$ cat src/inc/bus_io_params.svh
// Purpose: offsets, widths and reset values for the bus-shared ports
// Assumes: included by the package user and the port block
// Notes:   definitions only
`ifndef BUS_IO_PARAMS_SVH
`define BUS_IO_PARAMS_SVH
`define OFS_LOW_DIR      8'h10
`define OFS_LOW_DATA     8'h11
`define OFS_HIGH_DIR     8'h12
`define OFS_HIGH_DATA    8'h13
`define OFS_STROBE_DIR   8'h14
`define OFS_STROBE_DATA  8'h15
`define PORT_BANK        4'h1
`define DIR_RESET8       8'hff
`define DIR_RESET4       4'hf
`define LATCH_CLEAR8     8'h00
`define LATCH_CLEAR4     4'h0
`define ZERO_HI4         4'h0
`define BIT_ALE          0
`define BIT_OE           1
`define BIT_WR           2
`define BIT_CAP          3
`endif

$ cat src/inc/bus_io_pkg.sv
// Purpose: types shared by the bus-shared port block
// Assumes: nothing
// Notes:   memory modes as selected by configuration
package bus_io_pkg;
    typedef enum logic [1:0] {
        mode_microcontroller = 2'h0,
        mode_protected_mc    = 2'h1,
        mode_extended_mc     = 2'h2,
        mode_microprocessor  = 2'h3
    } mem_mode_t;
    // bus engine request toward the pins
    typedef struct packed {
        logic [15:0] ad_out;
        logic        ad_drive;
        logic        ale;
        logic        oe_n;
        logic        wr_n;
    } sysbus_req_t;
    // per-pin drive bundle for one 8-bit port
    typedef struct packed {
        logic [7:0] out;
        logic [7:0] oe_n;
    } pin8_t;
endpackage

$ cat src/core/bus_shared_io_ports.sv
// Purpose: two 8-bit ports and a 4-bit port shared with the muxed system bus
// Assumes: register access on the core clock, bank number held outside
// Notes:   pin output enables are active low; inputs pass 4 flip-flops
//
// Summary of operation
// direction one makes pin input; zero drives the latch value out.
// port read returns pin levels; write loads only the output latch.
// first 8-bit port carries bus bits 7..0 in bus modes.
// second 8-bit port carries bus bits 15..8 in bus modes.
// 4-bit port supplies address latch, output enable and write strobes.
// output enable and write strobes are active low.
// 8-bit ports join the bus in either external-bus mode, else I/O.
// only three strobe pins taken; fourth stays I/O or capture input.
// bit0 latch strobe, bit1 output enable, bit2 write, bit3 capture.
// strobe port has four bits and a 4-bit direction register.
// upper strobe port bits read zero and ignore writes.
// all direction registers reset to ones on every reset.
// latches cleared on power-up, kept across clear and watchdog reset.
// software selects bank 1; registers decode only in that bank.
// software clears latch before making pins outputs.
// bus logic overrides latch and direction while pins serve the bus.
`timescale 1ns/1ns
`include "bus_io_params.svh"
module bus_shared_io_ports
    import bus_io_pkg::*;
(
    input  wire logic        clk,
    input  wire logic        rst_n,
    input  wire logic        por_n,
    input  wire mem_mode_t   mem_mode,
    input  wire logic [3:0]  bank_select,
    input  wire logic [7:0]  reg_addr,
    input  wire logic        reg_wr,
    input  wire logic        reg_rd,
    input  wire logic [7:0]  reg_wdata,
    output logic      [7:0]  reg_rdata,
    input  wire sysbus_req_t bus_req,
    output logic      [15:0] muxed_address_data_bus,
    output logic             fourth_capture_input,
    input  wire logic [7:0]  low_pin_in,
    output logic      [7:0]  low_pin_out,
    output logic      [7:0]  low_pin_oe_n,
    input  wire logic [7:0]  high_pin_in,
    output logic      [7:0]  high_pin_out,
    output logic      [7:0]  high_pin_oe_n,
    input  wire logic [3:0]  strobe_pin_in,
    output logic      [3:0]  strobe_pin_out,
    output logic      [3:0]  strobe_pin_oe_n
);
    logic [7:0] low_dir_r, high_dir_r;
    logic [3:0] strobe_dir_r;
    logic [7:0] low_lat_r, high_lat_r;
    logic [3:0] strobe_lat_r;
    logic [19:0] s1_r, s2_r, s3_r, pins_r;
    logic        bus_mode;
    logic        sel_ok;
    pin8_t       low_nxt, high_nxt;
    logic [3:0]  strobe_out_nxt, strobe_oe_nxt;

    // bank-qualified register hit
    function automatic logic hit(input logic [7:0] a, input logic [7:0] ofs);
        hit = (a == ofs) && (bank_select == `PORT_BANK);
    endfunction

    assign sel_ok = (bank_select == `PORT_BANK);
    assign bus_mode = (mem_mode == mode_extended_mc)
                   || (mem_mode == mode_microprocessor);

    // direction registers, set on every reset
    always_ff @(posedge clk or negedge rst_n) begin
        if (!rst_n) begin
            low_dir_r    <= `DIR_RESET8;
            high_dir_r   <= `DIR_RESET8;
            strobe_dir_r <= `DIR_RESET4;
        end else if (reg_wr) begin
            if (hit(reg_addr, `OFS_LOW_DIR)) begin
                low_dir_r <= reg_wdata;
            end else if (hit(reg_addr, `OFS_HIGH_DIR)) begin
                high_dir_r <= reg_wdata;
            end else if (hit(reg_addr, `OFS_STROBE_DIR)) begin
                strobe_dir_r <= reg_wdata[3:0];
            end
        end
    end

    // output latches: cleared only by power-up, kept over other resets
    always_ff @(posedge clk or negedge por_n) begin
        if (!por_n) begin
            low_lat_r    <= `LATCH_CLEAR8;
            high_lat_r   <= `LATCH_CLEAR8;
            strobe_lat_r <= `LATCH_CLEAR4;
        end else if (reg_wr) begin
            if (hit(reg_addr, `OFS_LOW_DATA)) begin
                low_lat_r <= reg_wdata;
            end else if (hit(reg_addr, `OFS_HIGH_DATA)) begin
                high_lat_r <= reg_wdata;
            end else if (hit(reg_addr, `OFS_STROBE_DATA)) begin
                strobe_lat_r <= reg_wdata[3:0];
            end
        end
    end

    // three-stage pin synchroniser, change accepted when stages 2 and 3 agree
    always_ff @(posedge clk or negedge rst_n) begin
        if (!rst_n) begin
            s1_r   <= '0;
            s2_r   <= '0;
            s3_r   <= '0;
            pins_r <= '0;
        end else begin
            s1_r <= {strobe_pin_in, high_pin_in, low_pin_in};
            s2_r <= s1_r;
            s3_r <= s2_r;
            for (int i = 0; i < 20; i++) begin
                if (s2_r[i] == s3_r[i]) begin
                    pins_r[i] <= s3_r[i];
                end
            end
        end
    end

    // register read path returns pin levels for data registers
    always_ff @(posedge clk or negedge rst_n) begin
        if (!rst_n) begin
            reg_rdata <= '0;
        end else if (reg_rd && sel_ok) begin
            if (reg_addr == `OFS_LOW_DIR) begin
                reg_rdata <= low_dir_r;
            end else if (reg_addr == `OFS_LOW_DATA) begin
                reg_rdata <= pins_r[7:0];
            end else if (reg_addr == `OFS_HIGH_DIR) begin
                reg_rdata <= high_dir_r;
            end else if (reg_addr == `OFS_HIGH_DATA) begin
                reg_rdata <= pins_r[15:8];
            end else if (reg_addr == `OFS_STROBE_DIR) begin
                reg_rdata <= {`ZERO_HI4, strobe_dir_r};
            end else if (reg_addr == `OFS_STROBE_DATA) begin
                reg_rdata <= {`ZERO_HI4, pins_r[19:16]};
            end else begin
                reg_rdata <= '0;
            end
        end
    end

    // pin drive selection: bus engine or port latch
    always_comb begin
        low_nxt.out   = low_lat_r;
        low_nxt.oe_n  = low_dir_r;
        high_nxt.out  = high_lat_r;
        high_nxt.oe_n = high_dir_r;
        strobe_out_nxt = strobe_lat_r;
        strobe_oe_nxt  = strobe_dir_r;
        if (bus_mode) begin
            low_nxt.out   = bus_req.ad_out[7:0];
            low_nxt.oe_n  = {8{~bus_req.ad_drive}};
            high_nxt.out  = bus_req.ad_out[15:8];
            high_nxt.oe_n = {8{~bus_req.ad_drive}};
            strobe_out_nxt[`BIT_ALE] = bus_req.ale;
            strobe_out_nxt[`BIT_OE]  = bus_req.oe_n;
            strobe_out_nxt[`BIT_WR]  = bus_req.wr_n;
            strobe_oe_nxt[2:0] = 3'h0;
        end
    end

    // registered pin outputs
    always_ff @(posedge clk or negedge rst_n) begin
        if (!rst_n) begin
            low_pin_out     <= '0;
            low_pin_oe_n    <= `DIR_RESET8;
            high_pin_out    <= '0;
            high_pin_oe_n   <= `DIR_RESET8;
            strobe_pin_out  <= '0;
            strobe_pin_oe_n <= `DIR_RESET4;
        end else begin
            low_pin_out     <= low_nxt.out;
            low_pin_oe_n    <= low_nxt.oe_n;
            high_pin_out    <= high_nxt.out;
            high_pin_oe_n   <= high_nxt.oe_n;
            strobe_pin_out  <= strobe_out_nxt;
            strobe_pin_oe_n <= strobe_oe_nxt;
        end
    end

    // bus data inward and capture pin toward the capture unit
    always_ff @(posedge clk or negedge rst_n) begin
        if (!rst_n) begin
            muxed_address_data_bus <= '0;
            fourth_capture_input   <= 1'b0;
        end else begin
            muxed_address_data_bus <= pins_r[15:0];
            fourth_capture_input   <= pins_r[16 + `BIT_CAP];
        end
    end

    // checks
    property p_dir_reset;
        @(posedge clk) $rose(rst_n) |-> low_dir_r == `DIR_RESET8 && strobe_dir_r == `DIR_RESET4;
    endproperty
    a_dir_reset: assert property (p_dir_reset) else $error("dir not reset");
    property p_io_drive;
        @(posedge clk) disable iff (!rst_n)
        !bus_mode |=> low_pin_oe_n == $past(low_dir_r) && low_pin_out == $past(low_lat_r);
    endproperty
    a_io_drive: assert property (p_io_drive) else $error("io drive wrong");
    property p_bus_low;
        @(posedge clk) disable iff (!rst_n)
        bus_mode |=> low_pin_out == $past(bus_req.ad_out[7:0]);
    endproperty
    a_bus_low: assert property (p_bus_low) else $error("low bus byte wrong");
    property p_bus_high;
        @(posedge clk) disable iff (!rst_n)
        bus_mode |=> high_pin_out == $past(bus_req.ad_out[15:8]);
    endproperty
    a_bus_high: assert property (p_bus_high) else $error("high bus byte wrong");
    property p_strobes;
        @(posedge clk) disable iff (!rst_n)
        bus_mode |=> strobe_pin_oe_n[2:0] == 3'h0
            && strobe_pin_out[`BIT_OE] == $past(bus_req.oe_n)
            && strobe_pin_out[`BIT_WR] == $past(bus_req.wr_n);
    endproperty
    a_strobes: assert property (p_strobes) else $error("strobe drive wrong");
    property p_cap_pin;
        @(posedge clk) disable iff (!rst_n)
        1'b1 |=> strobe_pin_oe_n[`BIT_CAP] == $past(strobe_dir_r[`BIT_CAP]);
    endproperty
    a_cap_pin: assert property (p_cap_pin) else $error("fourth pin taken");
    property p_upper_zero;
        @(posedge clk) disable iff (!rst_n)
        reg_rd && sel_ok && reg_addr == `OFS_STROBE_DATA |=> reg_rdata[7:4] == 4'h0;
    endproperty
    a_upper_zero: assert property (p_upper_zero) else $error("upper bits not zero");
    property p_read_pins;
        @(posedge clk) disable iff (!rst_n)
        reg_rd && sel_ok && reg_addr == `OFS_LOW_DATA |=> reg_rdata == $past(pins_r[7:0]);
    endproperty
    a_read_pins: assert property (p_read_pins) else $error("read not pins");
    property p_bank;
        @(posedge clk) disable iff (!rst_n)
        reg_wr && !sel_ok |=> $stable(low_dir_r) && $stable(high_dir_r);
    endproperty
    a_bank: assert property (p_bank) else $error("wrong bank decoded");
    c_bus: cover property (@(posedge clk) bus_mode && bus_req.ad_drive);
    c_out: cover property (@(posedge clk) !bus_mode && low_pin_oe_n != 8'hff);
    c_rd:  cover property (@(posedge clk) reg_rd && sel_ok && reg_addr == `OFS_HIGH_DATA);
endmodule

$ cat config.mk
export PLATFORM = sky130hd
export DESIGN_NAME = bus_shared_io_ports
export DESIGN_NICKNAME = d
export VERILOG_FILES = /design/src/inc/bus_io_pkg.sv /design/src/core/bus_shared_io_ports.sv
export VERILOG_INCLUDE_DIRS = /design/src /design/src/inc
export SDC_FILE = /design/constraint.sdc
export NUM_CORES = 1
export LEC_CHECK = 0
export BUFFER_PORTS_ARGS = -buffer_cell sky130_fd_sc_hd__buf_4
export CAP_MARGIN = 5
export CORE_MARGIN = 8
export CORE_UTILIZATION = 50
export CTS_BUF_LIST = sky130_fd_sc_hd__clkbuf_16
export DETAILED_ROUTE_END_ITERATION = 10
export GPL_ROUTABILITY_DRIVEN = 0
export PLACE_DENSITY = 0.74
export SYNTH_ARGS = -nofsm -noshare
export SYNTH_HDL_FRONTEND = slang
export SYNTH_SLANG_ARGS = --single-unit
$ cat constraint.sdc
create_clock -name clk -period 1.6 [get_ports clk]
set_input_delay 0 -clock clk [delete_from_list [all_inputs] [get_ports clk]]
set_output_delay 0 -clock clk [all_outputs]
set_load 0.05 [all_outputs]
-- Word-level counts from Yosys, hierarchy flattened
Cells that the tools add are included.
- register bits after elaboration: 185
- latch bits: 0
- bits in writable memories: 0
- memory bits (read-only): 0
- output and inout port bits: 65
- word-level logic and storage cells: 96
- memories: 0
- add/sub/neg operators: 0
- multiply operators: 0
- div/mod/pow operators: 0
- $lt $le $gt $ge: 0
- equality and inequality tests: 29
- shift operators: 0
- multiplexer cells: 10
- bitwise operators: 5
- reductions and logical operators: 14
- operators by type and width (cell ; count):
    8-bit by 5-bit equality test with 1-bit output (second input constant) ; 6
    16-bit two-way mux ; 2
    8-bit two-way mux ; 4
    1-bit equality test ; 20
    4-bit two-way mux ; 2
    4-bit AND reduction ; 2
    1-bit logical AND ; 7
    3-bit two-way mux ; 2
    3-bit AND reduction ; 2
    1-bit inverter ; 5
    2-bit equality test (second input constant) ; 2
    4-bit by 1-bit equality test with 1-bit output (second input constant) ; 1
    2-bit AND reduction ; 2
    1-bit logical OR ; 1

-- Logic depth before layout (Yosys ltp)
Gate-level depths: netlist of the first run.
- depth in word-level cells: 7
- mapped depth: 6
- gate-level depth less buffers: 4

-- Worst setup path after synthesis of the first run
OpenSTA, ideal clock, no wires.
- kind: input to register
- start point: in bank_select[1]
- end point: reg strobe_lat_r[0]
- library setup time: 0.127 ns
- arrival time: 1.419 ns
- path slack: 0.054 ns
- stages on the path: 4
- path through: nor4b_4 -> nand4_4 -> or4b_4 -> mux2_1
- longest elaborated chain between the ends: 4
- elaborated cells on any way between the ends: 7
- ends and longest elaborated chain (item ; RTL line ; RTL):
    start: declaration ; bus_shared_io_ports.sv:31 ; input wire logic [3:0] bank_select,
    4-bit by 1-bit equality test with 1-bit output (no line) * ; - ;
    1-bit logical AND ; bus_shared_io_ports.sv:62 ; hit = (a == ofs) && (bank_select == `PORT_BANK);
    1-bit inverter (no line) ; - ;
    4-bit AND reduction (no line) * ; - ;
    end signal: assignment ; bus_shared_io_ports.sv:91 ; strobe_lat_r <= `LATCH_CLEAR4;
    end signal: assignment ; bus_shared_io_ports.sv:98 ; strobe_lat_r <= reg_wdata[3:0];
    end: declaration ; bus_shared_io_ports.sv:53 ; logic [3:0] strobe_lat_r;
Mark *: on every way between the ends. The rest lies on a longest branch, timed or not.
A chain may end at the register's enable or synchronous reset.

-- Worst setup path after layout of the first run
- start point: reg strobe_dir_r[3]
- end point: reg reg_rdata[3]
- longest elaborated chain between the ends: 5
- ends and longest elaborated chain (item ; RTL line ; RTL):
    start: declaration ; bus_shared_io_ports.sv:51 ; logic [3:0] strobe_dir_r;
    start signal: assignment ; bus_shared_io_ports.sv:74 ; strobe_dir_r <= `DIR_RESET4;
    start signal: assignment ; bus_shared_io_ports.sv:81 ; strobe_dir_r <= reg_wdata[3:0];
    4-bit two-way mux ; bus_shared_io_ports.sv:135 ; end else if (reg_addr == `OFS_STROBE_DIR) begin
    8-bit two-way mux ; bus_shared_io_ports.sv:133 ; end else if (reg_addr == `OFS_HIGH_DATA) begin
    8-bit two-way mux ; bus_shared_io_ports.sv:131 ; end else if (reg_addr == `OFS_HIGH_DIR) begin
    8-bit two-way mux ; bus_shared_io_ports.sv:129 ; end else if (reg_addr == `OFS_LOW_DATA) begin
    8-bit two-way mux ; bus_shared_io_ports.sv:127 ; if (reg_addr == `OFS_LOW_DIR) begin
    end signal: assignment ; bus_shared_io_ports.sv:128 ; reg_rdata <= low_dir_r;
    end signal: assignment ; bus_shared_io_ports.sv:130 ; reg_rdata <= pins_r[7:0];
    end signal: assignment ; bus_shared_io_ports.sv:132 ; reg_rdata <= high_dir_r;
    end: declaration ; bus_shared_io_ports.sv:36 ; output logic [7:0] reg_rdata,
No other way between the ends.

==> results of run 1 <==
-- repair_timing --
action / 4_1_cts / 5_1_grt
hold endpoints to repair: 227 / 0
hold buffers: 51 / 0
gates resized for setup: 0 / 0
-- final timing paths --
kind / start / to
max: strobe_dir_r[3] / reg_rdata[3]
min: mem_mode[1] / strobe_pin_oe_n[0]
max reg2reg: strobe_dir_r[3] / reg_rdata[3]
min reg2reg: s1_r[0] / s2_r[0]
max in group asynchronous: por_n / low_lat_r[0]
min in group asynchronous: rst_n / pins_r[5]
-- registers in the layout, indices dropped and copies added (netlist names), 8 cells and up --
name and flops:
pins_r 20, s1_r 20, s2_r 20, s3_r 20, muxed_address_data_bus 16, high_dir_r 8
high_lat_r 8, high_pin_oe_n 8, high_pin_out 8, low_dir_r 8, low_lat_r 8, low_pin_oe_n 8
low_pin_out 8, reg_rdata 8
-- placed cells by master, fill, tap and decap left out, drive strengths merged --
master and instances:
nand4 4, nand2b 3, or4 1, clkinvlp 2, or4b 1, nor2b 3, o31ai 6, nand3 1
dfstp 40, mux2i 10, buf 144, diode 1, a211oi 4, dfrtp 145, dlygate4sd3 51, nor4 1
nor4b 3, mux2 59, bufinv 2, nand2 10, nand4b 1, clkbuf 17, o21ai 18, nor3 2
inv 21, maj3 20, a22o 2, mux4 2, nor2 16, and3 1, nor3b 4, clkinv 8
-- metrics by stage --
step,hold WS [ns],instances
2_1_floorplan,-0.296,386
3_3_place_gp,-0.115,691
3_5_place_dp,-0.111,691
4_1_cts,0.0102,774
5_1_grt,0.0667,774
6_report,0.0328,775
-- per-layer routing --
metal / global-route usage, % / part of all wire (%) / up-vias / wire length (um)
met2: 30.7 / 52 / 107 / 7320
met4: 8.09 / 2.3 / 0 / 332
li1: - / - / 1734 / -
met1: 21.3 / 40 / 1936 / 5720
met3: 5.42 / 5.7 / 25 / 807
met5: 0 / 0 / - / 0
-- area by class of cell --
| type | instances | share of cell area (%) |
|---|---|---|
| multi-input combinational | 172 | 17.9 |
| timing repair buffer | 195 | 18.7 |
| inverter | 18 | 0.778 |
| sequential | 185 | 53.9 |
| clock inverter | 15 | 1.40 |
| tap | 172 | 2.48 |
| clock buffer | 17 | 4.90 |
| antenna | 1 | 0.0288 |
-- cell families (layout without fill, tap and decap cells) --
| logic type | count (synthesis) | after routing | synth area share, % |
|---|---|---|---|
| flip-flops | 185 | 185 | 73.8 |
| multiplexers | 71 | 71 | 13.0 |
| AND/OR/NAND/NOR | 51 | 51 | 5.43 |
| AO/OA/AOI/OAI | 30 | 30 | 2.88 |
| buffers and inverters | 29 | 245 | 1.74 |
| adder cells (fa/ha/maj) | 20 | 20 | 3.16 |
| other | 0 | 1 | 0 |
-- Yosys cell counts --
cell type / number / area share, %
dfrtp_1: 145 / 57
mux2_2: 51 / 9.1
dfstp_2: 40 / 17
maj3_1: 20 / 3.2
inv_1: 18 / 1.1
o21ai_0: 18 / 1.4
nor2_1: 16 / 0.95
mux2i_1: 10 / 1.6
nand2_1: 10 / 0.59
clkbuf_1: 8 / 0.47
o31ai_1: 6 / 0.71
a211oi_1: 4 / 0.47
mux2_1: 4 / 0.71
mux2_4: 4 / 0.95
nor3b_1: 4 / 0.47
nand2b_1: 3 / 0.30
nand4_1: 3 / 0.30
nor2b_1: 3 / 0.30
nor4b_4: 3 / 1.1
a22o_1: 2 / 0.28
buf_1: 2 / 0.12
mux4_2: 2 / 0.71
nor3_2: 2 / 0.32
and3_1: 1 / 0.099
buf_2: 1 / 0.079
nand3_1: 1 / 0.079
nand4_4: 1 / 0.34
nand4b_1: 1 / 0.14
nor4_1: 1 / 0.099
or4_1: 1 / 0.12
or4b_4: 1 / 0.22
-- where the power goes --
group / switching, mW / internal, mW
Clock: 1.63 / 2.24
Sequential: 0.118 / 4.92
Combinational: 0.637 / 0.423
Total: 2.39 / 7.59
==> summary.txt, run 1 <==
Cells and area
  • Filler cells: 866
  • Utilization after layout: 69.4%
  • Area grow syn2layout: 36.9%
  • Multi-input logic area: 1550 um2
  • Ratio of cells with drive above 1 in the final layout: 45.3%
  • Storage cell area: 4680 um2
  • Fin area: 8680 um2
  • Final-stage net count: 656

Worst setup path
  • WP buf/inv: 0
  • Worst R2R Path Depth: 4
  • WP depth: 4
  • Crit Path Category: flop to flop
  • Slowest CP cell: dfstp_2
  • Crit end category: flop
  • Crit-path cells: mux2i_1, a211oi_1, nor2_1, o31ai_1
  • Top delay family on crit path: flip-flops
  • R2R setup slack: 0.22 ns
  • Worst Path Required: 1.93 ns
  • CP Launch Type: flop
  • Worst EP arrival: 1.71 ns
  • CP max FO: 3
  • CP max stage delay: 0.56 ns

GRT
  • Vias in the first global route: 4201
  • Gr usage total: 18.2%
  • Total global routing overflow: 0
  • Largest net degree at the start of global routing: 54
  • Initial antenna violation count: 0
  • First-pass GRT wire length: 22600 um

Clock network
  • Clock Latency Late Sink: 0.42 ns
  • TritonCTS clock tree: yes
  • Clock root buffer: clkbuf_16
  • Max clock buf depth: 2
  • Post-CTS Setup Inserts: 0
  • TritonCTS Buffers: 17
  • H-tree Lvls: 4
  • Clk sink count: 185
  • Clock transition at the registers of the reported paths: 0.07 ns

Pwr
  • Final Power: 9.98 mW
  • Maximum vdd drop: 0.000980 V
  • Leak pwr: 4.04 nW
  • Pwr dens: 1150 nW/um2

Synth
  • Ys Warns: 0
  • Post-synthesis cell count: 386
  • Flops & latches, synth: 185
  • Syn Nets: 453
  • Average size of a mapped cell: 16.4 um2
  • Synthesized area: 6340 um2
  • Unique masters post-synth: 31
  • Sequential fraction of the synthesis area: 73.8%

Worst hold path
  • Hold Crit Depth: 2
  • Hold WC Path Type: primary input to flop

Floorplanning
  • Site Rows: 41
  • Core box area: 12500 um2
  • Die area: 16500 um2
  • Initial core utilization: 50.7%
  • Die Wd: 129 um
  • Die Y-Extent: 129 um
  • IO Pins: 132

STA
  • Fin Setup TNS: 0 ns
  • Fmax: 0.725 GHz
  • RSZ-0062 raised after global routing: false
  • Min Tclk post-route: 1.38 ns
  • Slew Limit Fails: 0
  • Final Skew: 0.00999 ns
  • Tcrit/Tclk final: 86.2%
  • Endpoints failing setup: 0
  • Fin. Hold Viols: 0
  • Min setup slack post-route: 0.220 ns
  • Least-Margin Pin Slew: 0.924 ns
  • Relative slew slack: 38.2%

Drt
  • Initial DRC Count: 208
  • DR DRC count: 0
  • DR WL/cell: 18.3 um
  • ANT nets after route: 0
  • Via count: 3802
  • Vias per cell: 4.91
  • Drt pass-1 iters: 4
  • Routed WL: 14200 um

Outcome
  • Status: completed

Flow run
  • Max_cap viols: 0

Placement
  • PortBufs: 130
  • Post-DP HPWL: 9690 um
  • Area after DPL: 7620 um2
  • Dpl ws: -0.108 ns
Power figures use the tool's default switching activity.
==> inputs of run 2 (changes only) <==
--- a/config.mk
+++ b/config.mk
@@ -14,6 +14,7 @@
 export DETAILED_ROUTE_END_ITERATION = 10
 export GPL_ROUTABILITY_DRIVEN = 0
 export PLACE_DENSITY = 0.74
+export RECOVER_POWER = 50
 export SYNTH_ARGS = -nofsm -noshare
 export SYNTH_HDL_FRONTEND = slang
 export SYNTH_SLANG_ARGS = --single-unit
==> run 2 against run 1 <==
Compared with the run above:
- sequential power barely moved
- global-route usage did not move
- first-iteration DRC count fell by 6.3%
- clock skew fell by 0.0012 ns
- cell count did not move
- wire length fell by 0.13%
- flip-flop and latch count did not move
- die area did not move
- non-clock buffer count did not move
- fmax fell by 2.9%
- critical path type unchanged
==> summary.txt, run 2 (synthesis gave the netlist of run 1 again) <==
Clock network
  • H-tree Lvls: 4 (unchanged)
  • TritonCTS Buffers: 17 (unchanged)
  • Hold-fix buffers, CTS: 51 (unchanged)
  • Clock transition at the registers of the reported paths: 0.06 ns (about the same)
  • Clock Latency Late Sink: 0.42 ns (about the same)
  • Clk sink count: 185 (unchanged)
  • Post-CTS Setup Inserts: 0 (unchanged)
  • TritonCTS clock tree: yes
  • PostCTS Resize Cnt: 0 (unchanged)
  • Clock root buffer: clkbuf_16
  • Max clock buf depth: 2 (unchanged)

Worst setup path
  • CP Launch Type: flop
  • Crit Path Category: flop to flop
  • Worst EP arrival: 1.75 ns (+0.04 ns)
  • Reg2reg end: reg_rdata[3]
  • Worst R2R Path Depth: 4 (unchanged)
  • R2R setup slack: 0.18 ns (-0.04 ns)
  • Crit-path cells: mux2i_1, a211oi_1, nor2_1, o31ai_1
  • Crit. Startpoint: strobe_dir_r[3]
  • Crit end category: flop
  • Worst Path Required: 1.93 ns (about the same)
  • Slowest CP cell: dfstp_1
  • CP max stage delay: 0.57 ns (about the same)
  • R2R Path Start: strobe_dir_r[3]
  • CP max FO: 3 (unchanged)

Floorplanning
  • Core box area: 12500 um2 (unchanged)
  • Initial core utilization: 50.7% (unchanged)
  • Die Y-Extent: 129 um (unchanged)
  • Die area: 16500 um2 (unchanged)
  • Die Wd: 129 um (unchanged)
  • Site Rows: 41 (unchanged)
  • IO Pins: 132 (unchanged)

Placement
  • PortBufs: 130 (unchanged)
  • DP Cell Count: 691 (unchanged)
  • Post-DP HPWL: 9690 um (unchanged)
  • Dpl ws: -0.108 ns (unchanged)
  • Area after DPL: 7620 um2 (unchanged)

GRT
  • First-pass GRT wire length: 22600 um (unchanged)
  • Grt met3 use: 5.42% (unchanged)
  • Gr usage total: 18.2% (unchanged)
  • Total global routing overflow: 0 (unchanged)
  • Vias in the first global route: 4201 (unchanged)
  • Met2 Resource Use GR: 30.7% (unchanged)
  • M1 GR Usage: 21.3% (unchanged)
  • Largest net degree at the start of global routing: 54 (unchanged)
  • Gr busiest metal: met2
  • Initial antenna violation count: 0 (unchanged)

Cells and area
  • Ratio of cells with drive above 1 in the final layout: 44.4% (-1.0 points)
  • Final-stage net count: 656 (unchanged)
  • Commonest non-fill, non-tap cells in the layout: 145 x dfrtp_1, 119 x buf_4, 51 x mux2_2, 51 x dlygate4sd3_1, 36 x dfstp_2
  • Filler cells: 872 (+0.69%)
  • Fin area: 8650 um2 (-0.37%)
  • Most common cell after layout, fill and taps aside: dfrtp_1
  • Non-Filler Instances: 775 (unchanged)
  • Area grow syn2layout: 36.4%

Pwr
  • Pint: 7.58 mW (-0.17%)
  • Net Sw Frac: 23.9% (-0.033 points)
  • Pwr dens: 1150 nW/um2 (+0.16%)
  • Leak pwr: 4.02 nW (-0.49%)
  • Logic pwr share: 10.5% (about the same)
  • Reg power frac: 50.6% (about the same)
  • Clock power frac: 38.9% (about the same)
  • Switching power: 2.38 mW (-0.35%)
  • Maximum vdd drop: 0.000981 V (+0.13%)

Worst hold path
  • Hold Crit Depth: 2 (unchanged)
  • Hold Path Sink: strobe_pin_oe_n[0]
  • Hold WC Path Type: primary input to flop
  • HP Start: mem_mode[1]

Outcome
  • Status: completed

Drt
  • Drt pass-1 iters: 5 (+1)
  • Vias per cell: 4.90 (-0.21%)
  • Routed WL: 14200 um (-0.13%)
  • DR WL/cell: 18.3 um (-0.13%)
  • ANT nets after route: 0 (unchanged)
  • Initial DRC Count: 195 (-6.3%)
  • DR DRC count: 0 (unchanged)
  • Via count: 3794 (-0.21%)

STA
  • Relative slew slack: 38.6% (+0.47 points)
  • Min setup slack post-route: 0.179 ns (-0.0409 ns)
  • Endpoints failing setup: 0 (unchanged)
  • RSZ-0062 raised after global routing: false
  • Final Skew: 0.00883 ns (-0.00115 ns)
  • Least-Margin Pin Slew: 0.917 ns (-0.00698 ns)
  • Min Tclk post-route: 1.42 ns (+0.0409 ns)
  • Fmax: 0.704 GHz (-2.9%)
  • Fin. Hold Viols: 0 (unchanged)
  • Slew Limit Fails: 0 (unchanged)
  • Tcrit/Tclk final: 88.8% (+2.6 points)

Flow run
  • Max_cap viols: 0 (unchanged)
==> run 2: area by class of cell <==
class	instances	area [um2]	share of cell area, %
sequential	185	4680	54.1
inverter	18	67.6	0.781
clock buffer	17	425	4.92
antenna	1	2.50	0.0289
timing repair buffer	195	1590	18.4
multi-input combinational	172	1550	17.9
clock inverter	15	121	1.40
tap	172	215	2.49
==> run 2: power by group through the flow <==
stage	Sequential, mW	Clock (mW)	Combinational [mW]
after global routing	5.06	4.15	1.11
after detailed placement	5.12	0	0.969
after CTS	5.04	3.97	1.07
final	5.04	3.87	1.05
after global placement	5.11	0	0.952
after floorplan	5.41	0	0.180
==> run 2: metrics by stage <==
stage                     hold WS [ns]  power (mW)  TNS [ns]  util, %
after floorplan                 -0.296        5.59         0        -
after global placement          -0.115        6.06    -0.482     60.9
after detailed placement        -0.111        6.09     -1.19     60.9
after CTS                       0.0102        10.1         0     69.4
after global routing            0.0668        10.3         0     69.1
final                           0.0327        9.96         0     69.1
==> run 2: layer usage <==
metal	vias up	routed length, um
li1	1734	-
met1	1922	5690
met2	113	7340
met3	25	801
met4	0	332
met5	-	0
==> run 2: worst max-delay path: cells and delay by family (launching register included) <==
kind	cells	cell delay (ns)
mux	1	0.09
flops	1	0.57
compound gates	2	0.55
simple gates	1	0.10
==> run 2: worst max-delay path by stage <==
stage | endpoint | cells after the start
after floorplan | strobe_lat_r[0] | 4
final | reg_rdata[3] | 4
after global routing | high_lat_r[0] | 3
after CTS | low_lat_r[0] | 3
after detailed placement | strobe_lat_r[1] | 5
after global placement | strobe_lat_r[1] | 5
==> inputs of run 3 (changes only) <==
--- a/config.mk
+++ b/config.mk
@@ -7,7 +7,8 @@
 export NUM_CORES = 1
 export LEC_CHECK = 0
 export BUFFER_PORTS_ARGS = -buffer_cell sky130_fd_sc_hd__buf_4
-export CAP_MARGIN = 5
+export CAP_MARGIN = 20
+export CORE_ASPECT_RATIO = 2
 export CORE_MARGIN = 8
 export CORE_UTILIZATION = 50
 export CTS_BUF_LIST = sky130_fd_sc_hd__clkbuf_16
==> run 3 against run 2 <==
Compared with the run above:
- global-route usage fell by 0.73 points
- fmax grew 2.7%
- worst hold slack gained 0.074 ns
- critical path type unchanged
- critical endpoint is now reg_rdata[0]
- largest cell class unchanged
- largest power group unchanged
- highest routed layer unchanged
==> summary.txt, run 3 (synthesis gave the netlist of run 1 again) <==
Clock network
  • Clock Latency Late Sink: 0.42 ns (about the same)
  • H-tree Lvls: 4 (unchanged)
  • Max clock buf depth: 2 (unchanged)
  • Clk sink count: 185 (unchanged)
  • Clock transition at the registers of the reported paths: 0.07 ns (about the same)
  • Post-CTS Setup Inserts: 0 (unchanged)
  • TritonCTS Buffers: 17 (unchanged)
  • PostCTS Resize Cnt: 0 (unchanged)
  • TritonCTS clock tree: yes
  • Clock root buffer: clkbuf_16

Placement
  • PortBufs: 130 (unchanged)
  • Post-DP HPWL: 10100 um (+3.7%)
  • Dpl ws: -0.121 ns (-0.0130 ns)
  • Area after DPL: 7620 um2 (unchanged)

Cells and area
  • Fin area: 8690 um2 (+0.42%)
  • Commonest non-fill, non-tap cells in the layout: 145 x dfrtp_1, 122 x buf_4, 53 x dlygate4sd3_1
  • Ratio of cells with drive above 1 in the final layout: 45.4% (+1.0 points)
  • Final-stage net count: 660 (+0.61%)
  • Most common cell after layout, fill and taps aside: dfrtp_1
  • Filler cells: 854 (-2.1%)
  • Multi-input logic area: 1550 um2 (unchanged)
  • ANT cells: 0 (-1)
  • Storage cell area: 4680 um2 (unchanged)
  • Area grow syn2layout: 37.0%

Floorplanning
  • Initial core utilization: 50.8% (+0.14 points)
  • Core box area: 12500 um2 (-0.28%)
  • Die Wd: 95.6 um (-26%)
  • Die Y-Extent: 175 um (+36%)
  • Site Rows: 58 (+41%)
  • IO Pins: 132 (unchanged)
  • Die area: 16800 um2 (+1.3%)

STA
  • Endpoints failing setup: 0 (unchanged)
  • Final Skew: 0.00605 ns (-0.00278 ns)
  • Worst hold slack: 0.106 ns (+0.0735 ns)
  • Relative slew slack: 23.3% (-15 points)
  • Min setup slack post-route: 0.217 ns (+0.0377 ns)
  • Tcrit/Tclk final: 86.5% (-2.4 points)
  • Fin Setup TNS: 0 ns (unchanged)
  • RSZ-0062 raised after global routing: false
  • Least-Margin Pin Slew: 1.15 ns (+0.233 ns)
  • Min Tclk post-route: 1.38 ns (-0.0377 ns)
  • Slew Limit Fails: 0 (unchanged)
  • Fmax: 0.723 GHz (+2.7%)
  • Fin. Hold Viols: 0 (unchanged)

Worst hold path
  • Hold WC Path Type: primary input to flop
  • HP Start: bank_select[1]

Worst setup path
  • Worst Path Required: 1.91 ns (-0.02 ns)
  • Slowest CP cell: dfstp_2
  • Crit. Startpoint: strobe_dir_r[0]
  • CP max stage delay: 0.58 ns (about the same)
  • Crit-path cells: mux2i_1, a211oi_1, nor2_1, o31ai_1
  • Worst EP arrival: 1.70 ns (-0.05 ns)
  • R2R Path Start: strobe_dir_r[0]
  • Crit end category: flop
  • Crit Path Category: flop to flop
  • CP Launch Type: flop
  • CP max FO: 3 (unchanged)

Drt
  • DR DRC count: 0 (unchanged)
  • Drt pass-1 iters: 7 (+2)
  • Initial DRC Count: 123 (-37%)
  • Vias per cell: 5.07 (+3.6%)
  • Routed WL: 13900 um (-1.7%)
  • DR WL/cell: 18.4 um (+0.75%)
  • Via count: 3834 (+1.1%)
  • ANT nets after route: 0 (unchanged)

Pwr
  • Pint: 7.50 mW (-1.1%)
  • Reg power frac: 50.4% (-0.2 points)
  • Logic pwr share: 10.6% (about the same)
  • Net Sw Frac: 24.9% (+0.98 points)
  • Pwr dens: 1150 nW/um2 (-0.21%)
  • Clock power frac: 39.0% (about the same)
  • Maximum vdd drop: 0.000913 V (-7.0%)
  • Switching power: 2.48 mW (+4.3%)
  • Leak pwr: 4.04 nW (+0.61%)

GRT
  • Grt met3 use: 4.49% (-0.93 points)
  • M1 GR Usage: 18.7% (-2.6 points)
  • Gr usage total: 17.5% (-0.73 points)
  • Vias in the first global route: 4297 (+2.3%)
  • Total global routing overflow: 0 (unchanged)
  • First-pass GRT wire length: 22200 um (-1.5%)
  • Largest net degree at the start of global routing: 48 (-11%)
  • Gr busiest metal: met2
  • Met2 Resource Use GR: 31.3% (+0.55 points)
  • Initial antenna violation count: 0 (unchanged)

Flow run
  • Max_cap viols: 0 (unchanged)

Outcome
  • Status: completed
==> run 3: layer usage <==
layer / vias up / routed length, um / part of all wire (%)
met2: 123 / 7870 / 57
met1: 1947 / 4930 / 35
met5: - / 0 / 0
met4: 0 / 314 / 2.3
li1: 1744 / - / -
met3: 20 / 810 / 5.8
==> run 3: layout make-up <==
class	instances	area share, %
Clock buffer	17	4.90
Clock inverter	15	1.45
Inverter	18	0.778
Multi-Input combinational cell	172	17.9
Sequential cell	185	53.9
Tap cell	150	2.16
Timing Repair Buffer	199	19.0
==> run 3: worst max-delay path, delay by kind of cell, from the launching register on <==
family | cells | cell delay (ns)
AOI/OAI and AO/OA | 2 | 0.55
DFF | 1 | 0.58
muxes | 1 | 0.08
and+or+nand+nor | 1 | 0.07
==> run 3: power groups by stage <==
stage / Clock, mW / Sequential, mW / Combinational, mW
after floorplan: 0 / 5.41 / 0.180
after global placement: 0 / 5.10 / 0.957
after detailed placement: 0 / 5.11 / 0.976
after CTS: 3.98 / 5.03 / 1.08
after global routing: 4.18 / 5.05 / 1.13
final: 3.89 / 5.03 / 1.06
==> run 3: final timing paths <==
path | end | slack [ns] | cells past startpoint
max | reg_rdata[0] | 0.22 | 4
max reg2reg | reg_rdata[0] | 0.22 | 4
min | reg_rdata[4] | 0.11 | 5
min reg2reg | s2_r[0] | 0.35 | 0
max in group asynchronous | low_lat_r[6] | 0.25 | 3
min in group asynchronous | s1_r[8] | 0.36 | 2
==> run 3: metrics by stage <==
| stage | util [%] | total power [mW] | instances |
|---|---|---|---|
| global route | 69.6 | 10.4 | 756 |
| global placement | 61.1 | 6.06 | 671 |
| detailed placement | 61.1 | 6.09 | 671 |
| floorplan | - | 5.59 | 386 |
| CTS | 69.7 | 10.1 | 756 |
| finish | 69.6 | 9.98 | 756 |
==> run 3: what timing repair did <==
| item | in CTS | in global routing |
|---|---|---|
| endpoints found under the hold margin | 229 | 0 |
| setup endpoints to repair | 0 | 0 |
| hold buffers | 53 | 0 |
